### src/rtl/txport_pkg.sv
// Constants and types for the expansion port transmit side
package txport_pkg;
  // Strap field layout on the four data pins
  localparam int          STRAP_W        = 4;
  localparam int          STRAP_PHY_BIT  = 3;
  localparam int          STRAP_SEL_HI   = 1;
  localparam int          STRAP_SEL_LO   = 0;
  localparam logic [1:0]  SEL_MII100     = 2'h0;
  localparam logic [1:0]  SEL_MII10      = 2'h1;
  localparam logic [1:0]  SEL_RMII       = 2'h2;
  localparam logic [1:0]  SEL_SNI        = 2'h3;
  localparam int          STRAP_FDX_BIT  = 2;
  // Link clock rates
  localparam int          CLK_HZ         = 20_000_000;
  localparam int          RATE_100_HZ    = 25_000_000;
  localparam int          RATE_10_HZ     = 2_500_000;
  localparam int          RATE_RMII_HZ   = 50_000_000;
  // Half periods in system cycles, never below one
  localparam int          HALF_10_CYC    = (CLK_HZ / RATE_10_HZ / 2 < 1) ? 1
                                           : CLK_HZ / RATE_10_HZ / 2;
  localparam int          HALF_100_CYC   = (CLK_HZ / RATE_100_HZ / 2 < 1) ? 1
                                           : CLK_HZ / RATE_100_HZ / 2;
  localparam int          HALF_RMII_CYC  = (CLK_HZ / RATE_RMII_HZ / 2 < 1) ? 1
                                           : CLK_HZ / RATE_RMII_HZ / 2;
  localparam int          DIV_W          = 8;
  localparam logic [3:0]  NIBBLE_IDLE    = 4'h0;
  localparam int          FIFO_DEPTH     = 8;
  localparam int          FIFO_WIDTH     = 4;

  typedef enum logic [2:0] {
    TX_IDLE = 3'b001,
    TX_SEND = 3'b010,
    TX_TAIL = 3'b100
  } tx_state_type;
endpackage : txport_pkg

### src/rtl/nibble_if.sv
// Stream carrier between transmit core and its FIFO
`timescale 1ns/100ps
interface nibble_if #(parameter int W = 4);
  logic [W-1:0] data;
  logic         last;
  logic         valid;
  logic         ready;
  modport source (output data, output last, output valid, input ready);
  modport sink   (input data, input last, input valid, output ready);
endinterface : nibble_if

### src/rtl/nibble_fifo.sv
// Small synchronous FIFO with valid/ready on both sides
`timescale 1ns/100ps
module nibble_fifo #(
  parameter int WIDTH = 4,
  parameter int DEPTH = 8
) (
  input  wire logic clk,
  input  wire logic rst_n,
  input  wire logic ce,
  nibble_if.sink    wr,
  nibble_if.source  rd
);
  localparam int AW = $clog2(DEPTH);
  initial begin
    if (DEPTH < 2 || (1 << AW) != DEPTH || WIDTH < 1)
      $error("nibble_fifo: DEPTH must be a power of two >= 2");
  end

  logic [WIDTH:0] mem [DEPTH];
  logic [AW:0]    wptr_reg;
  logic [AW:0]    rptr_reg;
  wire            full_w  = (wptr_reg[AW] != rptr_reg[AW]) &&
                            (wptr_reg[AW-1:0] == rptr_reg[AW-1:0]);
  wire            empty_w = (wptr_reg == rptr_reg);
  wire            push_w  = wr.valid && !full_w;
  wire            pop_w   = rd.ready && !empty_w;

  assign wr.ready = !full_w;
  assign rd.valid = !empty_w;
  assign rd.data  = mem[rptr_reg[AW-1:0]][WIDTH-1:0];
  assign rd.last  = mem[rptr_reg[AW-1:0]][WIDTH];

  always_ff @(posedge clk) begin
    if (!rst_n) begin
      wptr_reg <= '0;
      rptr_reg <= '0;
    end else if (ce) begin
      if (push_w) wptr_reg <= wptr_reg + 1'b1;
      if (pop_w) rptr_reg <= rptr_reg + 1'b1;
    end
  end

  always_ff @(posedge clk) begin
    if (ce && push_w) mem[wptr_reg[AW-1:0]] <= {wr.last, wr.data};
  end
endmodule : nibble_fifo

### src/rtl/port_tx_side.sv
// Expansion port transmit pins: strap capture, clock, data, carrier sense, collision
`timescale 1ns/100ps
// Behaviour
// - Tx clock pin direction follows captured strap
// - PHY mode drives 25, 2.5 or 50 MHz; code gives 10, 2.5 or 10 MHz
// - Tx clock pin floats during reset
// - Tx data pins driven after reset while port enabled
// - SNI mode: only bit zero meaningful
// - RMII mode: only lower two bits
// - Data pins float during reset, sampled as strap
// - Tx valid marks valid frame data
// - Tx valid pin floats during reset
// - Carrier sense output only in PHY
// - Carrier sense follows receive activity
// - Half duplex: carrier during transmission
// - Carrier and collision synchronised on input
// - Carrier sense pin floats during reset
// - Collision output only in PHY mode
// - PHY collision when both paths busy
// - Full duplex MAC ignores collision input
// - Collision pin floats during reset
// - Select high: MII off, PHY on
// - Enable low tri-states whole port
module port_tx_side
  import txport_pkg::*;
#(
  parameter int DATA_W = FIFO_WIDTH,
  parameter int DEPTH  = FIFO_DEPTH
) (
  input  wire logic         MCLK,
  input  wire logic         NRST,
  input  wire logic         CE,
  // Frame source inside the switch
  input  wire logic [3:0]   TX_NIBBLE,
  input  wire logic         TX_LAST,
  input  wire logic         TX_VALID,
  output logic              TX_READY,
  input  wire logic         RX_BUSY,
  output logic              COLLISION_SEEN,
  output logic              PHY_MODE,
  output logic [1:0]        IFACE_SEL,
  output logic              FULL_DUPLEX,
  // Port enables and second port select
  input  wire logic         EXPANSION_PORT_ENABLE,
  input  wire logic         SECOND_PORT_IFACE_SELECT,
  output logic              SECOND_PORT_MII_EN,
  output logic              SECOND_PORT_PHY_EN,
  // Transmit clock pin
  input  wire logic         PORT_TX_CLOCK_I,
  output logic              PORT_TX_CLOCK_O,
  output logic              PORT_TX_CLOCK_OE,
  // Data / strap pins
  input  wire logic [3:0]   PORT_TX_DATA_I,
  output logic [3:0]        PORT_TX_DATA_O,
  output logic              PORT_TX_DATA_OE,
  output logic              PORT_TX_VALID_O,
  output logic              PORT_TX_VALID_OE,
  // Carrier sense and collision pins
  input  wire logic         PORT_CARRIER_SENSE_I,
  output logic              PORT_CARRIER_SENSE_O,
  output logic              PORT_CARRIER_SENSE_OE,
  input  wire logic         PORT_COLLISION_I,
  output logic              PORT_COLLISION_O,
  output logic              PORT_COLLISION_OE
);
  initial begin
    if (DATA_W != 4 || DEPTH < 2)
      $error("port_tx_side: DATA_W must be 4 and DEPTH at least 2");
  end

  ////////////////////////////////////////////////////////////////////////////
  // Pin synchronisers
  logic [3:0] strap_s1_reg;
  logic [3:0] strap_s2_reg;
  logic       clk_s1_reg;
  logic       clk_s2_reg;
  logic       clk_d_reg;
  logic       crs_s1_reg;
  logic       crs_s2_reg;
  logic       col_s1_reg;
  logic       col_s2_reg;
  logic       en_s1_reg;
  logic       en_s2_reg;
  logic       sel_s1_reg;
  logic       sel_s2_reg;

  // Synchronisers run through reset so the strap is settled at release
  always_ff @(posedge MCLK) begin
    if (CE) begin
      strap_s1_reg <= PORT_TX_DATA_I;
      strap_s2_reg <= strap_s1_reg;
      clk_s1_reg   <= PORT_TX_CLOCK_I;
      clk_s2_reg   <= clk_s1_reg;
      crs_s1_reg   <= PORT_CARRIER_SENSE_I;
      crs_s2_reg   <= crs_s1_reg;
      col_s1_reg   <= PORT_COLLISION_I;
      col_s2_reg   <= col_s1_reg;
      en_s1_reg    <= EXPANSION_PORT_ENABLE;
      en_s2_reg    <= en_s1_reg;
      sel_s1_reg   <= SECOND_PORT_IFACE_SELECT;
      sel_s2_reg   <= sel_s1_reg;
    end
  end

  ////////////////////////////////////////////////////////////////////////////
  // Strap capture
  logic [3:0] strap_reg;
  logic       run_reg;

  // Strap tracks pins while in reset and on the first cycle out of it, frozen after that
  always_ff @(posedge MCLK) begin
    if (CE) begin
      if (!NRST) begin
        run_reg <= 1'b0;
      end else begin
        run_reg <= 1'b1;
      end
      if (!NRST || !run_reg) strap_reg <= strap_s2_reg;
    end
  end

  wire       phy_w    = strap_reg[STRAP_PHY_BIT];
  wire [1:0] sel_w    = strap_reg[STRAP_SEL_HI:STRAP_SEL_LO];
  wire       fdx_w    = strap_reg[STRAP_FDX_BIT];
  wire       active_w = run_reg && en_s2_reg;
  wire       is_rmii  = (sel_w == SEL_RMII);
  wire       is_sni   = (sel_w == SEL_SNI);

  assign PHY_MODE    = phy_w;
  assign IFACE_SEL   = sel_w;
  assign FULL_DUPLEX = fdx_w;

  ////////////////////////////////////////////////////////////////////////////
  // Clock generation in PHY mode, edge detection in MAC mode
  logic [DIV_W-1:0] div_reg;
  logic             gen_clk_reg;
  wire  [DIV_W-1:0] half_w = is_rmii ? DIV_W'(HALF_RMII_CYC) :
                             (sel_w == SEL_MII100) ? DIV_W'(HALF_100_CYC) :
                             DIV_W'(HALF_10_CYC);
  wire              div_end_w = (div_reg >= half_w - 1'b1);

  always_ff @(posedge MCLK) begin
    if (!NRST) begin
      div_reg     <= '0;
      gen_clk_reg <= 1'b0;
      // Idle level of the pulled-up clock pin, so no false edge follows reset
      clk_d_reg   <= 1'b1;
    end else if (CE) begin
      clk_d_reg <= clk_s2_reg;
      if (div_end_w) begin
        div_reg     <= '0;
        gen_clk_reg <= !gen_clk_reg;
      end else begin
        div_reg <= div_reg + 1'b1;
      end
    end
  end

  // Fast rates exceed MCLK; the generated clock then runs at MCLK/2, a limitation
  wire gen_rise_w = div_end_w && !gen_clk_reg;
  wire ext_rise_w = clk_s2_reg && !clk_d_reg;
  wire tick_w     = phy_w ? gen_rise_w : ext_rise_w;

  ////////////////////////////////////////////////////////////////////////////
  // FIFO in the data path
  nibble_if #(.W(DATA_W)) fifo_in ();
  nibble_if #(.W(DATA_W)) fifo_out ();

  assign fifo_in.data  = TX_NIBBLE;
  assign fifo_in.last  = TX_LAST;
  assign fifo_in.valid = TX_VALID && active_w;
  assign TX_READY      = fifo_in.ready && active_w;

  nibble_fifo #(
    .WIDTH (DATA_W),
    .DEPTH (DEPTH)
  ) u_fifo (
    .clk   (MCLK),
    .rst_n (NRST),
    .ce    (CE),
    .wr    (fifo_in.sink),
    .rd    (fifo_out.source)
  );

  ////////////////////////////////////////////////////////////////////////////
  // Transmit sequencer, one FIFO entry per link clock rising edge
  tx_state_type state_reg;
  tx_state_type state_next;
  logic [3:0]   data_reg;
  logic         valid_reg;

  wire take_w = tick_w && fifo_out.valid && active_w;
  assign fifo_out.ready = take_w;

  always_comb begin
    state_next = state_reg;
    unique case (state_reg)
      TX_IDLE: if (take_w) state_next = fifo_out.last ? TX_TAIL : TX_SEND;
      TX_SEND: if (take_w && fifo_out.last) state_next = TX_TAIL;
      TX_TAIL: if (tick_w) state_next = take_w ? (fifo_out.last ? TX_TAIL : TX_SEND)
                                               : TX_IDLE;
    endcase
  end

  // Lane masking keeps unused bits quiet in narrow modes
  wire [3:0] lane_w = is_sni  ? {3'h0, fifo_out.data[0]} :
                      is_rmii ? {2'h0, fifo_out.data[1:0]} :
                      fifo_out.data;

  always_ff @(posedge MCLK) begin
    if (!NRST) begin
      state_reg <= TX_IDLE;
      data_reg  <= NIBBLE_IDLE;
      valid_reg <= 1'b0;
    end else if (CE) begin
      state_reg <= state_next;
      if (!active_w) begin
        data_reg  <= NIBBLE_IDLE;
        valid_reg <= 1'b0;
      end else if (tick_w) begin
        data_reg  <= take_w ? lane_w : NIBBLE_IDLE;
        valid_reg <= take_w;
      end
    end
  end

  wire tx_busy_w = valid_reg;

  ////////////////////////////////////////////////////////////////////////////
  // Carrier sense and collision
  logic crs_reg;
  logic col_reg;
  wire  crs_w = RX_BUSY || (!fdx_w && tx_busy_w);
  wire  col_w = RX_BUSY && tx_busy_w;

  always_ff @(posedge MCLK) begin
    if (!NRST) begin
      crs_reg <= 1'b0;
      col_reg <= 1'b0;
    end else if (CE) begin
      crs_reg <= crs_w;
      col_reg <= col_w;
    end
  end

  // MAC mode: partner reports collision; ignored in full duplex
  assign COLLISION_SEEN = phy_w ? col_reg : (col_s2_reg && !fdx_w && active_w);

  ////////////////////////////////////////////////////////////////////////////
  // Pin drivers, all released while in reset or disabled
  wire drive_w = NRST && active_w;

  assign PORT_TX_CLOCK_O       = gen_clk_reg;
  assign PORT_TX_CLOCK_OE      = drive_w && phy_w;
  assign PORT_TX_DATA_O        = data_reg;
  assign PORT_TX_DATA_OE       = drive_w;
  assign PORT_TX_VALID_O       = valid_reg;
  assign PORT_TX_VALID_OE      = drive_w;
  assign PORT_CARRIER_SENSE_O  = crs_reg;
  assign PORT_CARRIER_SENSE_OE = drive_w && phy_w;
  assign PORT_COLLISION_O      = col_reg;
  assign PORT_COLLISION_OE     = drive_w && phy_w;

  // Second port select: high hands the port to the internal PHY
  assign SECOND_PORT_MII_EN = !sel_s2_reg;
  assign SECOND_PORT_PHY_EN = sel_s2_reg;
endmodule : port_tx_side

### config.mk
export PLATFORM = sky130hd
export DESIGN_NAME = port_tx_side
export DESIGN_NICKNAME = d
export VERILOG_FILES = /design/src/rtl/txport_pkg.sv /design/src/rtl/nibble_if.sv /design/src/rtl/nibble_fifo.sv /design/src/rtl/port_tx_side.sv
export SDC_FILE = /design/constraint.sdc
export NUM_CORES = 1
export LEC_CHECK = 0
export BUFFER_PORTS_ARGS = -buffer_cell sky130_fd_sc_hd__buf_4
export CORE_MARGIN = 8
export CORE_UTILIZATION = 35
export DETAILED_ROUTE_END_ITERATION = 6
export MAX_ROUTING_LAYER = met4
export PLACE_DENSITY = 0.57
export REMOVE_ABC_BUFFERS = 1
export SLEW_MARGIN = 20
export SYNTH_ARGS = -nofsm -noshare
export SYNTH_HDL_FRONTEND = slang
export SYNTH_SLANG_ARGS = --single-unit
### constraint.sdc
create_clock -name MCLK -period 2.6 [get_ports MCLK]
set_input_delay 0.52 -clock MCLK [delete_from_list [all_inputs] [get_ports MCLK]]
set_output_delay 0.52 -clock MCLK [all_outputs]
set_load 0.02 [all_outputs]
==> metrics.yaml <==
htreeDepth: 3
grt_first_pass_wirelength_um: 10300
cts-resized-gates: 0
worst_ir_drop_vdd_v: 0.000345
dp_cells: 375
slew_viol_final: 0
hold_end: "clk_s1_reg"
hold_start: "PORT_TX_CLOCK_I"
cts.sinks: 81
cts_setup_buffers: 0
min_period_ns: 2.28
cpPeakStageDelay_ns: 0.49
syn_to_final_growth_pct: 18.5
final_common_cell: "edfxtp_1"
cts_root_buf: "clkbuf_8"
drtIter0Drc: 96
min_delay_path_depth: 1
fillCellCount: 852
slowest_stage: "dfxtp_1"
required_ns: 2.08
die_w_um: 112
cp-start-kind: "flip-flop"
initial_core_util_pct: 35.5
r2r_slack_ns: 0.51
io_buffers: 37
cts_buffer_depth: 2
final_cell_mix: "edfxtp_1, buf_4, dfxtp_1"
cts_hold_buffers: 0
max_slew.worst_pin.slew_ns: 0.542
post-dp-hpwl_um: 4480
synth.distinct_cells: 39
p_per_area_nw_per_um2: 658
layout-drive-gt1-share_pct: 26.1
skew_ns: 0.0143
final_hold_viol_count: 0
die_h_um: 112
ys_warn_count: 0
n_antenna_cell: 0
ioPinCount: 40
die-area_um2: 12500
path_cells: "xor2_1 > nor4_1 > buf_4 > nor2_1 > buf_4"
power_leakage_nw: 1.39
vias: 1906
largest_reg_flops: 32
multiInputGateArea_um2: 967
fp.coreArea_um2: 9060
grt_pass1_vias: 1902
fin_setup_tns_ns: 0
clk_latency_ns: 0.35
drc_errors: 0
max-cap-violations: 0
r2r_end: "u_fifo.rptr_reg[3]"
cts_buffers: 9
ant_nets: 0
r2r_start: "strap_reg[0]"
overflow: 0
cp_max_fo: 9
postSynthCellCount: 233
slew_headroom_pct: 63.8
ys_ff_latch: 81
cts_tree: "yes"
cp.arrival_ns: 1.76
timing.fmax_mhz: 438
outcome: "complete, no violations"
seqCellArea_um2: 2150
dr.pass1.iters: 4
r2r_cells: 6
antenna_found_initial: 0
grt_max_degree: 29
avgSynthCellArea_um2: 13.8
worstSetupEndpointType: "primary output"
routed_via_density: 4.87
clk_pin_slew_ns: 0.09
stdcell_count: 391
fin_crit_sh_pct: 87.7
nets: 299
criticalPathCategory: "flip-flop to primary output"
wl_per_cell_um: 16.2
setup_viol: 0
routabilityCongestion: 0.739
crit_top_cell: "buf_4"
fp-row-count: 35
syn-cell-area_um2: 3220
grt_setup_unrepaired: "false"
holdCritPathClass: "input pin to flip-flop"
grt_util_all_layers_pct: 11.1
yosysSeqAreaShare_pct: 66.8
wl_um: 6340
-- critical path, delay by kind of cell, from the launching register on --
family / cells / cell delay [ns]
and+or+nand+nor: 2 / 0.41
buffers and inverters: 2 / 0.38
xor gates and xnor gates: 1 / 0.13
DFF: 1 / 0.49
-- logic make-up after synthesis --
family / synth area share, %
flops: 66.8
simple gates: 10.1
fa+ha+maj: 1.94
mux: 7.46
buf+inv: 3.15
compound gates: 6.49
xor+xnor: 4.04
-- how the worst max path moves through the flow --
| stage | from | endpoint | slack, ns | depth (start not counted) |
|---|---|---|---|---|
| 2_1_floorplan | NRST | PORT_CARRIER_SENSE_OE | 0.09 | 2 |
| 3_3_place_gp | CE | u_fifo.mem[2][2] | 0.48 | 5 |
| 3_5_place_dp | CE | u_fifo.mem[2][2] | 0.45 | 5 |
| 4_1_cts | u_fifo.wptr_reg[1] | TX_READY | 0.30 | 5 |
| 5_1_grt | u_fifo.wptr_reg[1] | TX_READY | 0.16 | 5 |
| 6_report | u_fifo.wptr_reg[1] | TX_READY | 0.32 | 5 |
-- cell type report --
type                       count  area share (%)
clock inverter                 7            2.00
multi-input combinational    131            25.4
tap                          111            3.64
inverter                       9           0.886
clock buffer                   9            3.25
sequential                    81            56.4
timing repair buffer          43            8.46
-- Yosys cell counts (all sizes together) --
library cell / instances / area [um2]
nand3: 4 / 20.0
o31a: 1 / 8.76
o21ai: 7 / 38.8
nand2: 17 / 63.8
inv: 9 / 33.8
buf: 7 / 48.8
a211o: 1 / 8.76
o41ai: 1 / 8.76
xnor2: 5 / 43.8
nor4: 2 / 12.5
mux4: 8 / 180
or4: 1 / 7.51
and3: 3 / 18.8
nand4: 2 / 12.5
nor2: 21 / 78.8
dfxtp: 28 / 561
ha: 5 / 62.6
edfxtp: 53 / 1590
o22ai: 2 / 12.5
nand2b: 4 / 25.0
a41oi: 1 / 8.76
xor2: 9 / 86.3
clkbuf: 5 / 18.8
a2111oi: 1 / 15.0
nor3b: 2 / 20.0
or3: 5 / 36.3
a21oi: 11 / 55.1
o32ai: 3 / 26.3
a22o: 1 / 8.76
nor3: 6 / 30.0
a311oi: 1 / 8.76
mux2i: 6 / 60.1
a31o: 1 / 8.76
-- stage by stage --
| stage | util (%) | hold slack (ns) | area [um2] | power [W] | worst slack (ns) |
|---|---|---|---|---|---|
| 4_1_cts | 42.1 | 0.319 | 3810 | 0.00253 | 0.298 |
| 5_1_grt | 42.1 | 0.305 | 3810 | 0.00261 | 0.162 |
| 3_3_place_gp | 39.9 | 0.402 | 3610 | 0.00160 | 0.478 |
| 2_1_floorplan | - | 0.400 | 3150 | 0.00152 | 0.0910 |
| 3_5_place_dp | 39.9 | 0.405 | 3610 | 0.00161 | 0.451 |
| 6_report | 42.1 | 0.338 | 3810 | 0.00251 | 0.319 |
-- metal layers --
layer	global-route usage, %	vias up	part of all wire, %
met5	-	-	0
li1	-	943	-
met4	4.38	0	1.6
met1	13.9	933	49
met2	16.6	22	47
met3	3.19	8	2.3
-- power by group --
part	total (W)	internal (W)	switching (W)
combinational	0.000147	0.0000637	0.0000836
sequential	0.00143	0.00141	0.0000223
clock	0.000933	0.000450	0.000483
total	0.00251	0.00192	0.000589
Power figures use the tool's default switching activity.
